==> config.mk <==
export PLATFORM = sky130hd
export DESIGN_NAME = fccr_top
export DESIGN_NICKNAME = d
export VERILOG_FILES = /design/src/design/fccr_pkg.sv /design/src/design/fccr_crc16.sv /design/src/design/fccr_top.sv
export SDC_FILE = /design/constraint.sdc
export NUM_CORES = 1
export LEC_CHECK = 0
export ABC_AREA = 1
export BUFFER_PORTS_ARGS = -buffer_cell sky130_fd_sc_hd__buf_4
export CAP_MARGIN = 40
export CORE_ASPECT_RATIO = 0.9
export CORE_MARGIN = 1.5
export CORE_UTILIZATION = 60
export CTS_BUF_LIST = sky130_fd_sc_hd__clkbuf_8
export CTS_CLUSTER_DIAMETER = 120
export CTS_CLUSTER_SIZE = 30
export DETAILED_ROUTE_END_ITERATION = 12
export PLACE_DENSITY = 0.81
export SYNTH_ARGS = -nofsm -noshare
export SYNTH_HDL_FRONTEND = slang
export SYNTH_HIERARCHICAL = 1
export SYNTH_SLANG_ARGS = --single-unit
==> constraint.sdc <==
create_clock -name clk -period 3.9 [get_ports clk]
set_input_delay 0.78 -clock clk [delete_from_list [all_inputs] [get_ports clk]]
set_output_delay 0.78 -clock clk [all_outputs]
set_load 0.1 [all_outputs]
==> src/design/fccr_pkg.sv <==
/*
 * Constants shared by the card command front end: register offsets, field
 * positions, operation codes and engine states.
 * Assumes a 32-bit register port with byte offsets and a 20 MHz bus clock.
 */
// Contract
// - CRC enable set: lowest sixteen transmitted bits replaced by computed CRC.
// - Operation code 0x44 means wait for read data, checked packet.
// - Operation code 0x06 or 0x26 means write data to the card.
// - Operation code 0x00 means receive a handshake from the card.
// - Operation code 0x08 means wait until the card stops signalling busy.
// - Writing the bit count starts exchanging that many bits.
// - Bit count reads back bits remaining, counts down, resets to zero.
// - Next bus state bit sets the level driven on the bus state pin.
// - After receive, status shows CRC pass; data packets only are checked.
// - Last transmit word carries its bits from bit 31 down; low padding replaced by CRC.
package fccr_pkg;

    // ------------------------------------------------------------------------
    // Register map
    // ------------------------------------------------------------------------
    localparam int          ADDR_W       = 8;
    localparam logic [7:0]  OFS_CMD_ONE  = 8'h00;
    localparam logic [7:0]  OFS_CMD_TWO  = 8'h04;
    localparam logic [7:0]  OFS_TX_DATA  = 8'h08;
    localparam logic [7:0]  OFS_RX_DATA  = 8'h0C;
    localparam logic [7:0]  OFS_STATUS   = 8'h10;
    localparam logic [7:0]  OFS_INT_STAT = 8'h14;
    localparam logic [7:0]  OFS_INT_MASK = 8'h18;

    // ------------------------------------------------------------------------
    // Field positions and reset values
    // ------------------------------------------------------------------------
    localparam int          COUNT_LSB    = 0;
    localparam int          COUNT_MSB    = 15;
    localparam int          OP_LSB       = 16;
    localparam int          OP_MSB       = 22;
    localparam int          NBS_BIT      = 20;
    localparam int          CRC_BIT      = 21;
    localparam int          WIDE_BIT     = 22;
    localparam logic [15:0] COUNT_RESET  = 16'h0000;
    localparam logic [15:0] CRC_TAIL     = 16'h0010;
    localparam logic [31:0] WORD_RESET   = 32'h0000_0000;
    localparam logic [3:0]  INT_RESET    = 4'h0;

    // ------------------------------------------------------------------------
    // Operation codes in bits 22:16 of command register one
    // ------------------------------------------------------------------------
    localparam logic [6:0]  OP_READ_WAIT = 7'h44;
    localparam logic [6:0]  OP_WRITE_W   = 7'h06;
    localparam logic [6:0]  OP_WRITE_N   = 7'h26;
    localparam logic [6:0]  OP_HANDSHAKE = 7'h00;
    localparam logic [6:0]  OP_BUSY_WAIT = 7'h08;

    // ------------------------------------------------------------------------
    // Interrupt bits and engine states
    // ------------------------------------------------------------------------
    localparam int          INT_DONE     = 0;
    localparam int          INT_RX_FULL  = 1;
    localparam int          INT_TX_EMPTY = 2;
    localparam int          INT_CRC_FAIL = 3;

    typedef enum logic [1:0] {
        ST_IDLE = 2'b00,
        ST_XFER = 2'b01,
        ST_BUSY = 2'b10
    } fccr_state_t;

endpackage : fccr_pkg

==> src/design/fccr_crc16.sv <==
/*
 * One serial CRC-16 lane: feeds packet bits, or drains its remainder MSB first.
 * Assumes feed and drain are never high together.
 */
`timescale 1ns/10ps
module fccr_crc16 #(
    parameter logic [15:0] POLY = 16'h1021
) (
    // Clock and reset
    input  wire logic        clk,
    input  wire logic        rst,
    // Control
    input  wire logic        clr,
    input  wire logic        feed,
    input  wire logic        drain,
    input  wire logic        bit_in,
    // Remainder
    output logic [15:0]      crc_q
);
    logic        fb;
    logic [15:0] crc_d;

    assign fb    = crc_q[15] ^ bit_in;
    assign crc_d = drain ? {crc_q[14:0], 1'b0}
                 : feed  ? ({crc_q[14:0], 1'b0} ^ (fb ? POLY : 16'h0000))
                 : crc_q;

    always_ff @(posedge clk) begin
        if (rst || clr) begin
            crc_q <= 16'h0000;
        end else begin
            crc_q <= crc_d;
        end
    end
endmodule : fccr_crc16

==> src/design/fccr_top.sv <==
/*
 * Command register front end of the flash card serial link with its shift
 * engine, transmit and receive word registers, status and interrupt.
 * Assumes the card clock and card inputs are asynchronous to clk and slower
 * than clk by at least four to one.
 */
// Chosen here: the placing of the registers and the strobed register port.
`timescale 1ns/10ps
module fccr_top (
    // Clock and reset
    input  wire logic                      clk,
    input  wire logic                      rst,
    // Register port
    input  wire logic [fccr_pkg::ADDR_W-1:0] addr,
    input  wire logic [31:0]               wdata,
    input  wire logic                      wr,
    input  wire logic                      rd,
    output logic      [31:0]               rdata,
    // Card link
    input  wire logic                      card_clk,
    input  wire logic                      cmd_in,
    input  wire logic [3:0]                dat_in,
    output logic      [3:0]                dat_out,
    output logic      [3:0]                dat_oe_n,
    output logic                           bus_state_pin,
    // Interrupt
    output logic                           irq
);
    // ------------------------------------------------------------------------
    // Synchronisers and card clock edge
    // ------------------------------------------------------------------------
    logic [5:0] sync1_q, sync2_q;
    logic       clk_old_q;
    logic       edge_s, cmd_s;
    logic [3:0] dat_s;

    always_ff @(posedge clk) begin
        if (rst) begin
            sync1_q   <= 6'h00;
            sync2_q   <= 6'h00;
            clk_old_q <= 1'b0;
        end else begin
            sync1_q   <= {card_clk, cmd_in, dat_in};
            sync2_q   <= sync1_q;
            clk_old_q <= sync2_q[5];
        end
    end

    assign edge_s = sync2_q[5] & ~clk_old_q;
    assign cmd_s  = sync2_q[4];
    assign dat_s  = sync2_q[3:0];

    // ------------------------------------------------------------------------
    // Register decode
    // ------------------------------------------------------------------------
    fccr_pkg::fccr_state_t state_q, state_d;
    logic [6:0]  op_q;
    logic        crc_en_q, wide_q, nbs_q;
    logic [15:0] count_q;
    logic        wr_one, wr_two, wr_tx, rd_rx, rd_int, wr_mask;
    logic [6:0]  op_new;
    logic        op_ok, start;

    assign wr_one  = wr && addr == fccr_pkg::OFS_CMD_ONE;
    assign wr_two  = wr && addr == fccr_pkg::OFS_CMD_TWO;
    assign wr_tx   = wr && addr == fccr_pkg::OFS_TX_DATA;
    assign wr_mask = wr && addr == fccr_pkg::OFS_INT_MASK;
    assign rd_rx   = rd && addr == fccr_pkg::OFS_RX_DATA;
    assign rd_int  = rd && addr == fccr_pkg::OFS_INT_STAT;
    assign op_new  = wr_one ? wdata[fccr_pkg::OP_MSB:fccr_pkg::OP_LSB] : op_q;
    assign op_ok   = op_new == fccr_pkg::OP_READ_WAIT || op_new == fccr_pkg::OP_WRITE_W ||
                     op_new == fccr_pkg::OP_WRITE_N || op_new == fccr_pkg::OP_HANDSHAKE ||
                     op_new == fccr_pkg::OP_BUSY_WAIT;
    assign start   = (wr_one || wr_two) && state_q == fccr_pkg::ST_IDLE && op_ok &&
                     (wdata[fccr_pkg::COUNT_MSB:fccr_pkg::COUNT_LSB] != 16'h0000 ||
                      op_new == fccr_pkg::OP_BUSY_WAIT);

    // ------------------------------------------------------------------------
    // Operation decode and step sizes
    // ------------------------------------------------------------------------
    logic        is_tx, is_rd, is_hs, is_bw, xfer;
    logic [15:0] step;
    logic [5:0]  step6, word_bits;
    logic        in_crc, last_step;

    assign is_rd     = op_q == fccr_pkg::OP_READ_WAIT;
    assign is_tx     = op_q == fccr_pkg::OP_WRITE_W || op_q == fccr_pkg::OP_WRITE_N;
    assign is_hs     = op_q == fccr_pkg::OP_HANDSHAKE;
    assign is_bw     = op_q == fccr_pkg::OP_BUSY_WAIT;
    assign xfer      = state_q == fccr_pkg::ST_XFER;
    assign step      = wide_q ? 16'h0004 : 16'h0001;
    assign step6     = step[5:0];
    assign last_step = count_q <= step;
    assign in_crc    = crc_en_q && count_q <= fccr_pkg::CRC_TAIL;
    assign word_bits = count_q[4:0] == 5'h00 ? 6'h20 : {1'b0, count_q[4:0]};

    // ------------------------------------------------------------------------
    // Shift register and word buffers
    // ------------------------------------------------------------------------
    logic [31:0] tx_q, rx_q, sr_q, sr_d;
    logic [5:0]  sr_bits_q, sr_bits_d;
    logic        tx_full_q, rx_full_q;
    logic        tx_load, tx_shift, rx_shift, word_done;
    logic [3:0]  rx_bits, lane_out;
    logic [15:0] count_d;

    assign tx_load   = xfer && is_tx && sr_bits_q == 6'h00 && tx_full_q;
    assign tx_shift  = xfer && is_tx && edge_s && sr_bits_q != 6'h00;
    assign rx_shift  = xfer && (is_rd || is_hs) && edge_s && !rx_full_q;
    assign rx_bits   = wide_q ? dat_s : {3'b000, is_hs ? cmd_s : dat_s[0]};
    assign word_done = rx_shift && (sr_bits_q + step6 == 6'h20 || last_step);
    assign count_d   = last_step ? 16'h0000 : count_q - step;
    assign sr_d      = tx_load ? tx_q
                     : (tx_shift || rx_shift) ? (wide_q ? {sr_q[27:0], rx_bits} : {sr_q[30:0], rx_bits[0]})
                     : sr_q;
    assign sr_bits_d = tx_load ? word_bits
                     : tx_shift ? sr_bits_q - step6
                     : word_done ? 6'h00
                     : rx_shift ? sr_bits_q + step6
                     : sr_bits_q;

    always_ff @(posedge clk) begin
        if (rst) begin
            sr_q      <= fccr_pkg::WORD_RESET;
            sr_bits_q <= 6'h00;
        end else begin
            sr_q      <= start ? fccr_pkg::WORD_RESET : sr_d;
            sr_bits_q <= start ? 6'h00 : sr_bits_d;
        end
    end

    always_ff @(posedge clk) begin
        if (rst) begin
            tx_q      <= fccr_pkg::WORD_RESET;
            tx_full_q <= 1'b0;
            rx_q      <= fccr_pkg::WORD_RESET;
            rx_full_q <= 1'b0;
        end else begin
            tx_q      <= wr_tx ? wdata : tx_q;
            tx_full_q <= wr_tx || (tx_full_q && !tx_load);
            rx_q      <= word_done ? sr_d : rx_q;
            rx_full_q <= word_done || (rx_full_q && !rd_rx);
        end
    end

    // ------------------------------------------------------------------------
    // CRC lanes: one per data line, lane 0 only on the narrow bus
    // ------------------------------------------------------------------------
    logic [15:0] crc_q [4];
    logic [3:0]  crc_zero;

    assign lane_out = wide_q ? sr_q[31:28] : {3'b111, sr_q[31]};

    for (genvar i = 0; i < 4; i++) begin : g_crc
        fccr_crc16 u_crc (
            .clk    (clk),
            .rst    (rst),
            .clr    (start),
            .feed   ((tx_shift && !in_crc) || (rx_shift && is_rd)),
            .drain  (tx_shift && in_crc),
            .bit_in (tx_shift ? lane_out[i] : rx_bits[i]),
            .crc_q  (crc_q[i])
        );
        assign crc_zero[i] = crc_q[i] == 16'h0000 || (!wide_q && i != 0);
    end

    // ------------------------------------------------------------------------
    // Command registers and engine state
    // ------------------------------------------------------------------------
    logic chk_pend_q, crc_ok_q;

    always_comb begin
        state_d = state_q;
        case (state_q)
            fccr_pkg::ST_IDLE: begin
                if (start) begin
                    state_d = op_new == fccr_pkg::OP_BUSY_WAIT ? fccr_pkg::ST_BUSY : fccr_pkg::ST_XFER;
                end
            end
            fccr_pkg::ST_XFER: begin
                if ((tx_shift || rx_shift) && last_step) begin
                    state_d = fccr_pkg::ST_IDLE;
                end
            end
            fccr_pkg::ST_BUSY: begin
                if (dat_s[0]) begin
                    state_d = fccr_pkg::ST_IDLE;
                end
            end
            default: begin
                state_d = fccr_pkg::ST_IDLE;
            end
        endcase
    end

    always_ff @(posedge clk) begin
        if (rst) begin
            state_q  <= fccr_pkg::ST_IDLE;
            op_q     <= fccr_pkg::OP_HANDSHAKE;
            crc_en_q <= 1'b0;
            wide_q   <= 1'b0;
            nbs_q    <= 1'b0;
        end else begin
            state_q <= state_d;
            if (wr_one && state_q == fccr_pkg::ST_IDLE) begin
                op_q     <= op_new;
                crc_en_q <= wdata[fccr_pkg::CRC_BIT];
                wide_q   <= wdata[fccr_pkg::WIDE_BIT];
            end
            if (wr_two) begin
                nbs_q <= wdata[fccr_pkg::NBS_BIT];
            end
        end
    end

    always_ff @(posedge clk) begin
        if (rst) begin
            count_q <= fccr_pkg::COUNT_RESET;
        end else if (start) begin
            count_q <= wdata[fccr_pkg::COUNT_MSB:fccr_pkg::COUNT_LSB];
        end else if (tx_shift || rx_shift) begin
            count_q <= count_d;
        end else if (state_q == fccr_pkg::ST_BUSY && dat_s[0]) begin
            count_q <= fccr_pkg::COUNT_RESET;
        end
    end

    always_ff @(posedge clk) begin
        if (rst) begin
            chk_pend_q <= 1'b0;
            crc_ok_q   <= 1'b0;
        end else begin
            chk_pend_q <= rx_shift && last_step && is_rd;
            if (chk_pend_q) begin
                crc_ok_q <= &crc_zero;
            end
        end
    end

    // ------------------------------------------------------------------------
    // Card pins
    // ------------------------------------------------------------------------
    logic [3:0] crc_msb;
    logic       tx_drive;

    assign crc_msb  = {crc_q[3][15], crc_q[2][15], crc_q[1][15], crc_q[0][15]};
    assign tx_drive = xfer && is_tx;

    always_ff @(posedge clk) begin
        if (rst) begin
            dat_out       <= 4'hF;
            dat_oe_n      <= 4'hF;
            bus_state_pin <= 1'b0;
        end else begin
            if (tx_shift) begin
                dat_out <= in_crc ? crc_msb : lane_out;
            end
            dat_oe_n <= tx_drive ? (wide_q ? 4'h0 : 4'hE) : 4'hF;
            if (start) begin
                bus_state_pin <= wr_two ? wdata[fccr_pkg::NBS_BIT] : nbs_q;
            end
        end
    end

    // ------------------------------------------------------------------------
    // Status, interrupts and read data
    // ------------------------------------------------------------------------
    logic       busy, busy_old_q, rx_old_q, tx_old_q;
    logic [3:0] int_stat_q, int_mask_q, events;
    logic [31:0] status, cmd_rd, rd_d;

    assign busy   = state_q != fccr_pkg::ST_IDLE || chk_pend_q;
    assign events = {chk_pend_q && !(&crc_zero), tx_old_q && !tx_full_q,
                     rx_full_q && !rx_old_q, busy_old_q && !busy};
    assign status = {26'h0, rx_full_q, tx_full_q, state_q == fccr_pkg::ST_BUSY, 1'b0, busy, crc_ok_q};
    assign cmd_rd = {9'h000, wide_q, crc_en_q, nbs_q, op_q[3:0], count_q};
    assign rd_d   = addr == fccr_pkg::OFS_CMD_ONE  ? {9'h000, op_q, count_q}
                  : addr == fccr_pkg::OFS_CMD_TWO  ? {cmd_rd[31:22], 1'b0, cmd_rd[20:0]}
                  : addr == fccr_pkg::OFS_RX_DATA  ? rx_q
                  : addr == fccr_pkg::OFS_STATUS   ? status
                  : addr == fccr_pkg::OFS_INT_STAT ? {28'h0, int_stat_q}
                  : addr == fccr_pkg::OFS_INT_MASK ? {28'h0, int_mask_q}
                  : 32'h0000_0000;
    assign irq    = |(int_stat_q & int_mask_q);

    always_ff @(posedge clk) begin
        if (rst) begin
            busy_old_q <= 1'b0;
            rx_old_q   <= 1'b0;
            tx_old_q   <= 1'b0;
            int_stat_q <= fccr_pkg::INT_RESET;
            int_mask_q <= fccr_pkg::INT_RESET;
            rdata      <= 32'h0000_0000;
        end else begin
            busy_old_q <= busy;
            rx_old_q   <= rx_full_q;
            tx_old_q   <= tx_full_q;
            int_stat_q <= (rd_int ? 4'h0 : int_stat_q) | events;
            int_mask_q <= wr_mask ? wdata[3:0] : int_mask_q;
            rdata      <= rd ? rd_d : 32'h0000_0000;
        end
    end

    // ------------------------------------------------------------------------
    // Assertions
    // ------------------------------------------------------------------------
    property p_start_busy;
        @(posedge clk) disable iff (rst) start |=> busy ##0 !(state_q == fccr_pkg::ST_IDLE);
    endproperty
    a_start_busy: assert property (p_start_busy) else $error("start did not leave idle");

    property p_count_read;
        @(posedge clk) disable iff (rst) (rd && addr == fccr_pkg::OFS_CMD_TWO) |=> rdata[15:0] == $past(count_q);
    endproperty
    a_count_read: assert property (p_count_read) else $error("bit count read mismatch");

    property p_count_down;
        @(posedge clk) disable iff (rst) (xfer && !start) |=> count_q <= $past(count_q);
    endproperty
    a_count_down: assert property (p_count_down) else $error("bit count rose during transfer");

    property p_bs_pin;
        @(posedge clk) disable iff (rst) (start && wr_two) |=> bus_state_pin == $past(wdata[fccr_pkg::NBS_BIT]);
    endproperty
    a_bs_pin: assert property (p_bs_pin) else $error("bus state pin wrong");

    property p_crc_out;
        @(posedge clk) disable iff (rst) (tx_shift && in_crc) |=> dat_out[0] == $past(crc_q[0][15]);
    endproperty
    a_crc_out: assert property (p_crc_out) else $error("CRC bit not driven");

    property p_data_out;
        @(posedge clk) disable iff (rst) (tx_shift && !in_crc && !wide_q) |=> dat_out[0] == $past(sr_q[31]);
    endproperty
    a_data_out: assert property (p_data_out) else $error("data bit not driven");

    property p_narrow;
        @(posedge clk) disable iff (rst) (xfer && !wide_q) ##1 (xfer && !wide_q) |-> dat_oe_n[3:1] == 3'b111;
    endproperty
    a_narrow: assert property (p_narrow) else $error("upper lanes driven on narrow bus");

    property p_busy_end;
        @(posedge clk) disable iff (rst) (state_q == fccr_pkg::ST_BUSY && dat_s[0]) |=> state_q == fccr_pkg::ST_IDLE;
    endproperty
    a_busy_end: assert property (p_busy_end) else $error("busy wait did not end");

    property p_hs_nocheck;
        @(posedge clk) disable iff (rst) (xfer && is_hs) |=> $stable(crc_ok_q);
    endproperty
    a_hs_nocheck: assert property (p_hs_nocheck) else $error("handshake changed CRC status");

    property p_hs_quiet;
        @(posedge clk) disable iff (rst) (xfer && is_hs) |=> dat_oe_n == 4'hF;
    endproperty
    a_hs_quiet: assert property (p_hs_quiet) else $error("handshake drove data lines");

    property p_rd_quiet;
        @(posedge clk) disable iff (rst) (xfer && is_rd) |=> dat_oe_n == 4'hF;
    endproperty
    a_rd_quiet: assert property (p_rd_quiet) else $error("read wait drove data lines");

    property p_tx_drive;
        @(posedge clk) disable iff (rst) (xfer && is_tx) |=> dat_oe_n[0] == 1'b0;
    endproperty
    a_tx_drive: assert property (p_tx_drive) else $error("write did not drive lane 0");

    c_tx_crc: cover property (@(posedge clk) disable iff (rst) tx_shift && in_crc);
    c_rx_pass: cover property (@(posedge clk) disable iff (rst) chk_pend_q && (&crc_zero));
    c_busy_wait: cover property (@(posedge clk) disable iff (rst) state_q == fccr_pkg::ST_BUSY ##1 !busy);
    c_irq: cover property (@(posedge clk) disable iff (rst) $rose(irq));
endmodule : fccr_top

== Word level (Yosys, flattened, before mapping) ==
Cells that the tools add are included.
Cells by class
  bitwise logic cells: 14
  eq/ne operators: 19
  add/subtract/negate cells: 3
  reduce and logical (&&, ||, !) cells: 84
  magnitude comparators: 2
  mux-type cells: 48
Operator list (number)
  $mux 16: 12
  $mux 32: 4
  $logic_not 16->1: 4
  $xor 16x16->16: 4
  $mux 13: 4
  $mux 23: 2
  $mux 6: 6
  $logic_and 1x1->1: 33
  $mux 4: 7
  $eq 8x5->1 const B: 3
  $logic_or 1x1->1: 18
  $eq 8x4->1 const B: 2
  $le 16x3->1: 1
  $le 16x5->1 const B: 1
  $reduce_bool 16->1: 1
  $sub 16x3->16: 1
  $eq 7x3->1 const B: 2
  $eq 7x6->1 const B: 2
  $eq 7x7->1 const B: 2
  $logic_not 7->1: 2
  $logic_not 1->1: 9
  $eq 8x3->1 const B: 1
  $logic_not 8->1: 1
  $mux 2: 4
  other kinds (28): 44
Word-level totals
  logic and storage cells: 205
  flip-flop bits (word level): 263
  input port bits: 50
  output and inout port bits: 42

== Longest topological paths before layout ==
Gate-level depths: netlist of run 1.
  word-level depth: 12
  mapped depth: 17

== Cells and area by module ==
The synthesis of run 1 kept the hierarchy.
Modules (own cells, without submodules)
  fccr_top: cells each 1397, sequential area each 3943.8 um2, times used 1, area each 9699.3 um2
  fccr_crc16: cells each 81, sequential area each 320.3 um2, times used 4, area each 628.1 um2

== Worst setup path before layout of run 1 ==
No wires, ideal clock.
  path kind: register -> register
  start: reg wide_q
  end: reg rx_q[12]
  cell stages (with the launch flop): 18
  path buffers: 4
  setup slack: 1.255 ns
  setup time: 0.121 ns
  arrival: 2.524 ns
  path through: dfxtp_1 clkbuf_1 inv_1 clkbuf_1 ha_1 ha_1 o211ai_1 nor2_4 inv_2 nand2_1 nand2_2 o21ai_2 nand2_1 buf_2 buf_6 nand2_1 nand2_1 a21oi_2
Between the ends
  word-level cells in the longest chain between the ends: 5
Ends and longest elaborated chain
  from (decl): RTL line fccr_top.sv:58  | logic crc_en_q, wide_q, nbs_q;
  from (signal assigned): RTL line fccr_top.sv:208  | wide_q <= wdata[fccr_pkg::WIDE_BIT];
  $mux 3 (*): RTL line fccr_top.sv:91  | assign step = wide_q ? 16'h0004 : 16'h0001;
  named net step[0]: RTL line fccr_top.sv:82  | logic [15:0] step;
  $add 6x3->6: RTL line fccr_top.sv:111  | assign word_done = rx_shift && (sr_bits_q + step6 == 6'h20 || last_step);
  $eq 6x6->1: RTL line fccr_top.sv:111
  $logic_or 1x1->1 (*): RTL line fccr_top.sv:111
  $logic_and 1x1->1 (*): RTL line fccr_top.sv:111
  to (signal assigned): RTL line fccr_top.sv:136  | rx_q <= fccr_pkg::WORD_RESET;
  to (signal assigned): RTL line fccr_top.sv:141  | rx_q <= word_done ? sr_d : rx_q;
  to (decl): RTL line fccr_top.sv:100  | logic [31:0] tx_q, rx_q, sr_q, sr_d;
Mark *: on every way through the listed nets, which the timed path passes. The rest lies on a longest branch.
A chain may end at the register's enable or synchronous reset.

== Worst setup path after layout of run 1 ==
  start: reg wide_q
  end: reg count_q[8]
Between the ends
  word-level cells in the longest chain between the ends: 5
Ends and longest elaborated chain
  $mux 3 (*): RTL line fccr_top.sv:91
  $sub 16x3->16 or $le 16x3->1 (tied branches): RTL line fccr_top.sv:112, fccr_top.sv:93
  $mux 16 (*): RTL line fccr_top.sv:112  | assign count_d = last_step ? 16'h0000 : count_q - step;
  $mux 16 (*): RTL line fccr_top.sv:221  | end else if (tx_shift || rx_shift) begin
  $mux 16 (*): RTL line fccr_top.sv:219  | end else if (start) begin
  to (signal assigned): RTL line fccr_top.sv:218  | count_q <= fccr_pkg::COUNT_RESET;
  to (signal assigned): RTL line fccr_top.sv:220  | count_q <= wdata[fccr_pkg::COUNT_MSB:fccr_pkg::COUNT_LSB];
  to (signal assigned): RTL line fccr_top.sv:222  | count_q <= count_d;
  to (decl): RTL line fccr_top.sv:59  | logic [15:0] count_q;
Every way passes the cells marked *; elsewhere a longest branch is shown, timed or not.

==> impl_metrics.toml, run 1 <==
[synthesis]
ys_seq_area_frac = 0.428
syn_nets = 1780
synth_top_family_by_area = "simple AND/OR/NAND/NOR gates"
synthDistinctLibCells = 52
synthAdderAreaFrac = 0.00922
ys_async_sr_fraction = 0
synth_warnings = 6
synth-compound-area-share = 0.175
synth_mux_area_frac = 0
synthSimpleGateAreaFrac = 0.265
synthCells = 1721
synth_seq_cells = 261
ys.flop_type = "dfxtp_1"
synth_xor_area_frac = 0.00932
synth-edff-count = 0
syn_area_per_cell_um2 = 7.10
netlist_area_um2 = 12200

[drt]
drtIter0Drc = 1112
vias_per_cell = 5.63
vias = 11400
drtPass1Iterations = 5
drc = 0
ant_nets = 0
wl_per_cell_um = 16.5
drt_wl_total_um = 33300

[setup_path]
cp.required_ns = 4.39
crit_family = "compound AO/OA/AOI/OAI gates"
path_buf_inv = 3
reg2reg_from = "wide_q"
start_kind = "flip-flop"
crit_chain = "inv_1 -> ha_1 -> ha_1 -> o211ai_1 -> nor2_4 -> inv_2 -> nand2_1 -> nand2_2 -> inv_1 -> a21oi_2 -> o21ai_0 -> nand2_1 -> nor2_1 -> nor2_1"
cp_max_fo = 13
crit_type = "flip-flop to flip-flop"
cp.arrival_ns = 3.53
critPathCaptureType = "flip-flop"
max_stage_delay_ns = 0.53
crit_start = "wide_q"
cpMaxStageDelayCell = "a21oi_2"

[clock_tree]
post_cts_buffers = 0
cts_made_buffers = 12
holdBufCountCts = 0
cts_tree = "built"
clock_latency_ns = 0.55
cts_root_buffer = "clkbuf_8"
cts_resized = 0
cts_buffer_depth = 3
cts_htree_levels = 1
clkSlewWorstSetupHoldPaths_ns = 0.17
cts_sinks = 261

[job]
cap_violations = 0

[timing]
worst_pin_slew_ns = 0.891
finClkSkew_ns = 0.0281
final-setup-viol-count = 0
fin_tns_setup_ns = 0
slew_headroom = 0.406
holdWs_ns = 0.412
fin_crit_ns = 3.04
hold_viol_final = 0
rsz0062_at_grt = "no"
drv_slew = 0
period_share = 0.778
max_freq_ghz = 0.329

[floorplanning]
start_util = 0.611
die_h_um = 138
ioPinCount = 92
std_cell_rows = 49
die_x_um = 153
die_area_um2 = 21200
core_area_um2 = 20000

[worst_hold_path]
hp-class = "flip-flop to flip-flop"
hp-start = "sync1_q[3]"

[global_route]
grt_pass1_vias = 10300
grt_max_degree = 90
grt_pass1_wl_um = 53600
grt_remaining_overflow = 0
antenna_found_initial = 0
track_usage = 0.311

[pwr]
ir_drop_uv = 224
p_per_area_nw_per_um2 = 363
p_leak_nw = 5.49
design_power_total_mw = 4.74

[layout]
nFillCells = 1817
multi_input_area_um2 = 5600
fin_nets = 1824
final-seq-area_um2 = 5230
synthToLayoutAreaGrowth_pct = 6.99
drive_gt1_frac = 0.113
instances_no_fill = 2020
antenna_cells = 0

[status]
status = "completed"

[placed_design]
dp.final_hpwl_um = 23800
routabilityCongestion = 0.952
dp_cells = 2006
io_buffers = 91
==> layout make-up <==
type / count / area share
sequential: 261 / 0.400
inverter: 241 / 0.0694
clock buffer: 13 / 0.0137
tap: 255 / 0.0244
clock inverter: 1 / 0.000862
timing repair buffer: 107 / 0.0630
multi-input combinational: 1142 / 0.429
==> flip-flops by register name, summed over array words and instances, names as in the netlist, 4 cells and up <==
| register | count |
|---|---|
| int_stat_q | 4 |
| dat_out | 4 |
| count_q | 16 |
| int_mask_q | 4 |
| rx_q | 32 |
| sr_bits_q | 6 |
| op_q | 7 |
| sync1_q | 6 |
| sr_q | 32 |
| rdata | 32 |
| tx_q | 32 |
| g_crc.u_crc/crc_q | 64 |
| sync2_q | 6 |
==> final timing paths <==
check                    end  slack [ns]  cells past startpoint
hold / removal    sync2_q[3]        0.41                      2
hold reg to reg   sync2_q[3]        0.41                      2
setup / recovery  count_q[8]        0.86                     14
setup reg to reg  count_q[8]        0.86                     14
==> stage by stage <==
step / util / area [um2] / setup WS [ns]
global placement: 0.642 / 12800 / 0.887
finish: 0.654 / 13100 / 0.864
floorplan: - / 12200 / 1.25
CTS: 0.654 / 13100 / 0.961
detailed placement: 0.644 / 12900 / 0.774
global route: 0.654 / 13100 / 0.707
==> cell usage in the layout (no fill, tap or decap), types with 4 or more instances in the layout <==
cell      netlist  final
nor4_1         16     16
inv_1         223    223
nand2_2        11     11
nor2_2          7      7
nand4_1        25     25
o32ai_1        12     12
nor2_4         13     13
nand2_1       295    295
nor2_1        260    260
buf_4           8    106
clkbuf_8        0     13
nand3_1        84     84
a21oi_1       107    107
o21ai_1        11     11
dfxtp_1       261    261
xor2_1          9      9
a21oi_2        15     15
o22ai_1        15     15
nor3_1          9      9
xnor2_1         4      4
o221ai_1        5      5
o21ai_0       201    201
ha_1            9      9
inv_2          15     16
==> tightest hold or removal path, delay by kind of cell (launching register included) <==
kind          cells  cell delay, ns
flops             1            0.33
buf+inv           1            0.04
simple gates      1            0.03
==> where the power goes <==
part	switching (mW)	internal, mW	leakage, nW	total [mW]
combinational	0.546	0.264	3.29	0.810
clock	0.802	0.313	0.0995	1.12
sequential	0.0664	2.75	2.11	2.82
total	1.41	3.33	5.49	4.74
==> routing by layer <==
| layer | global-route usage | share of wire |
|---|---|---|
| met1 | 0.462 | 0.46 |
| met2 | 0.473 | 0.43 |
| met3 | 0.0439 | 0.091 |
| met4 | 0.0838 | 0.022 |
| met5 | 0 | 0 |
==> cells by family (layout without fill, tap and decap cells) <==
| group | Yosys count | count (layout) |
|---|---|---|
| AO/OA/AOI/OAI | 385 | 385 |
| adder cells (fa/ha/maj) | 9 | 9 |
| buffers and inverters | 318 | 362 |
| XOR/XNOR | 13 | 13 |
| AND/OR/NAND/NOR | 735 | 735 |
| flip-flops | 261 | 261 |
==> cells in the mapped netlist (all sizes together) (2+ instances only) <==
| master | number | share of area |
|---|---|---|
| a21oi | 122 | 0.055 |
| a221oi | 3 | 0.0022 |
| a22oi | 2 | 0.0020 |
| a31oi | 2 | 0.0010 |
| a32oi | 2 | 0.0014 |
| buf | 38 | 0.027 |
| clkbuf | 39 | 0.012 |
| clkinv | 2 | 0.00061 |
| dfxtp | 261 | 0.43 |
| ha | 9 | 0.0092 |
| inv | 239 | 0.074 |
| nand2 | 309 | 0.10 |
| nand3 | 89 | 0.040 |
| nand4 | 25 | 0.013 |
| nor2 | 280 | 0.095 |
| nor3 | 10 | 0.0050 |
| nor4 | 16 | 0.0082 |
| o2111ai | 2 | 0.0014 |
| o211ai | 3 | 0.0018 |
| o21ai | 214 | 0.088 |
| o221ai | 5 | 0.0036 |
| o22ai | 15 | 0.0077 |
| o32ai | 12 | 0.0086 |
| or2 | 3 | 0.0015 |
| xnor2 | 4 | 0.0029 |
| xor2 | 9 | 0.0065 |
(Power assumes the default switching activity.)
==> inputs of run 2 (changes only) <==
- CORE_UTILIZATION: 60 -> 56
- PLACE_DENSITY: 0.81 -> 0.79
- clock period: 3.9 -> 2.55 ns (I/O delays scaled with it)
==> impl_metrics.toml, run 2 (synthesis gave the netlist of run 1 again) <==
[clock_tree]
cts_buffer_depth = 3
cts_root_buffer = "clkbuf_8"
cts_htree_levels = 1
cts_tree = "built"
clock_latency_ns = 0.55
cts_made_buffers = 12
clkSlewWorstSetupHoldPaths_ns = 0.17
cts_sinks = 261

[job]
cap_violations = 0

[global_route]
grt_remaining_overflow = 0
track_usage = 0.296
grt_pass1_vias = 10400
grt_max_degree = 53
grt_pass1_wl_um = 53100
antenna_found_initial = 2

[floorplanning]
start_util = 0.568
std_cell_rows = 51
core_area_um2 = 21500
die_area_um2 = 22700
die_x_um = 159
die_h_um = 143
ioPinCount = 92

[layout]
synthToLayoutAreaGrowth_pct = 10.9
fin_area_um2 = 13500
drive_gt1_frac = 0.134
fin_nets = 1863
final_common_cell = "nand2_1"
antenna_cells = 0
final_cell_mix = "nand2_1 (295), nor2_1 (260), dfxtp_1 (260)"
largest_reg_flops = 64
regMostFlops = "g_crc.u_crc/crc_q"
nFillCells = 1924

[timing]
final-setup-viol-count = 0
period_share = 0.937
drv_slew = 0
worst_pin_slew_ns = 0.691
slew_headroom = 0.539
fin_ws_ns = 0.160
rsz0062_at_grt = "no"
hold_viol_final = 0
max_freq_ghz = 0.418
finClkSkew_ns = 0.0355
holdWs_ns = 0.167
fin_crit_ns = 2.39

[drt]
vias_per_cell = 5.46
wl_per_cell_um = 16.1
drt_wl_total_um = 33700
drtIter0Drc = 1030
drc = 0
ant_nets = 0
vias = 11400
drtPass1Iterations = 5

[status]
status = "completed"

[placed_design]
placed_cell_area_um2 = 13300
io_buffers = 91
routabilityCongestion = 0.963
dp.final_hpwl_um = 24700
place_ws_ns = -0.0895

[pwr]
comb_power_share = 0.185
p_per_area_nw_per_um2 = 544
power.switching_mw = 2.19
p_leak_nw = 5.72
ir_drop_uv = 384
seq_power_share = 0.585
p_clk_frac = 0.230
design_power_total_mw = 7.36
p_int_mw = 5.16
switching_share = 0.298

[setup_path]
start_kind = "flip-flop"
cp.arrival_ns = 2.83
cp.required_ns = 2.99
cp_max_fo = 17
critPathCaptureType = "flip-flop"
crit_type = "flip-flop to flip-flop"

[worst_hold_path]
hp-class = "input port to flip-flop"
==> run 2: cell count changes in the layout (fill, tap and decap cells not counted) <==
cell | previous run | this run
o2111ai_1 | 2 | 1
o2111ai_2 | 0 | 1
inv_1 | 223 | 222
buf_16 | 1 | 0
nand2_4 | 2 | 3
inv_2 | 16 | 17
dfxtp_2 | 0 | 1
buf_4 | 106 | 134
o21ai_1 | 11 | 12
o21ai_0 | 201 | 200
buf_12 | 0 | 11
nand2_2 | 11 | 10
dfxtp_1 | 261 | 260
buf_6 | 0 | 1
==> run 2: per-stage QoR <==
step,TNS (ns),util,std cells
after floorplan,0,-,1721
final,0,0.629,2095
after global placement,0,0.620,2080
after detailed placement,-0.748,0.620,2080
after CTS,0,0.628,2094
after global routing,0,0.629,2095
==> run 2: per-layer routing <==
| layer | vias to the layer above | share of wire | global-route usage |
|---|---|---|---|
| li1 | 5706 | - | - |
| met1 | 5281 | 0.46 | 0.411 |
| met2 | 402 | 0.44 | 0.463 |
| met3 | 57 | 0.075 | 0.0598 |
| met4 | 2 | 0.024 | 0.0895 |
| met5 | - | 0.00024 | 0 |
==> run 2: power by group through the flow <==
| stage | Clock [mW] | Combinational [mW] | Sequential (mW) |
|---|---|---|---|
| final | 1.69 | 1.36 | 4.30 |
| after global routing | 1.87 | 1.52 | 4.32 |
| after CTS | 1.72 | 1.32 | 4.30 |
| after detailed placement | 0 | 1.31 | 4.39 |
| after global placement | 0 | 1.29 | 4.38 |
| after floorplan | 0 | 0.903 | 4.36 |
==> run 2: area by class of cell <==
type	instances	area, um2	share of cell area
clock inverter	1	11.3	0.000832
tap	291	364	0.0269
sequential	261	5230	0.386
multi-input combinational	1142	5610	0.415
inverter	241	907	0.0670
timing repair buffer	146	1240	0.0914
clock buffer	13	179	0.0132
==> run 2: worst paths after layout <==
path | cells after the start | end | slack, ns | from
max reg2reg | 14 | rx_q[27] | 0.16 | wide_q
min reg2reg | 2 | sync2_q[5] | 0.42 | sync1_q[5]
min | 3 | tx_q[25] | 0.17 | wdata[25]
max | 14 | rx_q[27] | 0.16 | wide_q
==> run 2: critical path, stage by stage (launching register included) <==
cell	delay [ns]
dfxtp_1	0.36
inv_2	0.16
ha_1	0.21
ha_1	0.19
o211ai_1	0.11
buf_4	0.17
nor2_4	0.15
inv_2	0.07
nand2_1	0.10
nand2_4	0.09
o21ai_2	0.08
nand3_1	0.12
inv_1	0.18
buf_12	0.20
a21oi_1	0.09
==> run 2: what timing repair did <==
item / CTS / global route
setup buffers: 0 / 1
hold buffers: 0 / 0
endpoints found under the setup margin: 0 / 55
resized for setup: 0 / 6
==> inputs of run 3 (changes only) <==
- RECOVER_POWER: not set -> 25
==> impl_metrics.toml, run 3 (synthesis gave the netlist of run 1 again) <==
[setup_path]
crit_family = "buffers and inverters"
reg2reg_from = "wide_q"
critPathCaptureType = "flip-flop"
max_stage_delay_ns = 0.39
cp.required_ns = 3.04
path_buf_inv = 5
crit_start = "wide_q"
crit_type = "flip-flop to flip-flop"
start_kind = "flip-flop"
cp.arrival_ns = 2.89
crit_chain = "inv_2 -> ha_1 -> ha_1 -> o211ai_1 -> buf_4 -> nor2_4 -> inv_2 -> nand2_1 -> nand2_4 -> inv_1 -> a21oi_2 -> buf_12 -> nand3_1 -> nand2_1 -> nor2_1 -> nor2_1"
cpMaxStageDelayCell = "dfxtp_1"
cp_max_fo = 13

[pwr]
ir_drop_uv = 382
design_power_total_mw = 7.36
p_per_area_nw_per_um2 = 545
p_leak_nw = 5.68

[drt]
vias_per_cell = 5.46
ant_nets = 0
drtIter0Drc = 1006
drc = 0
drt_wl_total_um = 33600
vias = 11400
wl_per_cell_um = 16.1
drtPass1Iterations = 5

[floorplanning]
core_area_um2 = 21500
std_cell_rows = 51
die_area_um2 = 22700
die_x_um = 159
die_h_um = 143
ioPinCount = 92
start_util = 0.568

[clock_tree]
cts_made_buffers = 12
cts_sinks = 261
cts_htree_levels = 1
holdBufCountCts = 0
clock_latency_ns = 0.55
cts_buffer_depth = 3
clkSlewWorstSetupHoldPaths_ns = 0.17
cts_root_buffer = "clkbuf_8"
cts_tree = "built"

[worst_hold_path]
hp-start = "wdata[25]"
hp-class = "input port to flip-flop"

[timing]
final-setup-viol-count = 0
finClkSkew_ns = 0.0382
max_freq_ghz = 0.417
fin_crit_ns = 2.40
rsz0062_at_grt = "no"
drv_slew = 63
hold_viol_final = 0
fin_ws_ns = 0.152
holdWs_ns = 0.169
period_share = 0.940
slew_headroom = -0.309
worst_pin_slew_ns = 1.96

[layout]
instances_no_fill = 2095
largest_reg_flops = 64
final_common_cell = "nand2_1"
drive_gt1_frac = 0.129
antenna_cells = 0
synthToLayoutAreaGrowth_pct = 10.5
nFillCells = 1937
fin_nets = 1863
regMostFlops = "g_crc.u_crc/crc_q"
final_cell_mix = "nand2_1 (295), nor2_1 (261), dfxtp_1 (260)"

[placed_design]
dp.final_hpwl_um = 24700
routabilityCongestion = 0.963
dp_cells = 2080
io_buffers = 91
place_ws_ns = -0.0895

[global_route]
grt_max_degree = 53
track_usage = 0.296
grt_pass1_vias = 10400
grt_remaining_overflow = 0
antenna_found_initial = 2
grt_pass1_wl_um = 53100

[status]
status = "finished with violations"
violations = "max-capacitance violations, max-slew violations"

[job]
cap_violations = 2
[run 3: worst paths after layout]
check	slack, ns	endpoint	cells after the start
setup / recovery	0.15	count_q[13]	16
hold / removal	0.17	tx_q[25]	3
setup reg to reg	0.15	count_q[13]	16
hold reg to reg	0.42	sync2_q[5]	2
[run 3: layout make-up]
class | instances | area, um2 | area share
flip-flops and latches | 261 | 5230 | 0.387
multi-input cells | 1142 | 5610 | 0.416
well taps | 291 | 364 | 0.0270
clock buffers | 13 | 179 | 0.0133
repair buffers | 146 | 1190 | 0.0884
clock inverters | 1 | 11.3 | 0.000835
inverters | 241 | 907 | 0.0672
[run 3: layer usage]
| metal | share of wire | up-vias | GRT usage |
|---|---|---|---|
| met5 | 0.00024 | - | 0 |
| met4 | 0.026 | 2 | 0.0895 |
| met3 | 0.083 | 60 | 0.0598 |
| met2 | 0.44 | 440 | 0.463 |
| met1 | 0.45 | 5236 | 0.411 |
| li1 | - | 5702 | - |
[run 3: worst reg2reg max path, delay by kind of cell (launching register included)]
| family | cells | cell delay (ns) |
|---|---|---|
| buffers and inverters | 5 | 0.59 |
| and+or+nand+nor | 7 | 0.56 |
| adders and majority gates | 2 | 0.45 |
| DFF | 1 | 0.39 |
| AOI/OAI and AO/OA | 2 | 0.37 |
[run 3: timing repair]
action / CTS / global route
buffers inserted: 0 / 1
setup endpoints to repair: 0 / 55
gates resized for setup: 0 / 6
[run 3: power by group]
| group | total (mW) | switching, mW | internal, mW |
|---|---|---|---|
| Combinational | 1.36 | 0.889 | 0.476 |
| Clock | 1.69 | 1.21 | 0.478 |
| Sequential | 4.30 | 0.0941 | 4.21 |
| Total | 7.36 | 2.19 | 5.16 |
[run 3: metrics by stage]
stage / TNS (ns) / cell area, um2 / utilization
5_1_grt: 0 / 13500 / 0.627
6_report: 0 / 13500 / 0.627
2_1_floorplan: 0 / 12200 / -
4_1_cts: 0 / 13500 / 0.628
3_5_place_dp: -0.748 / 13300 / 0.620
3_3_place_gp: 0 / 13300 / 0.620
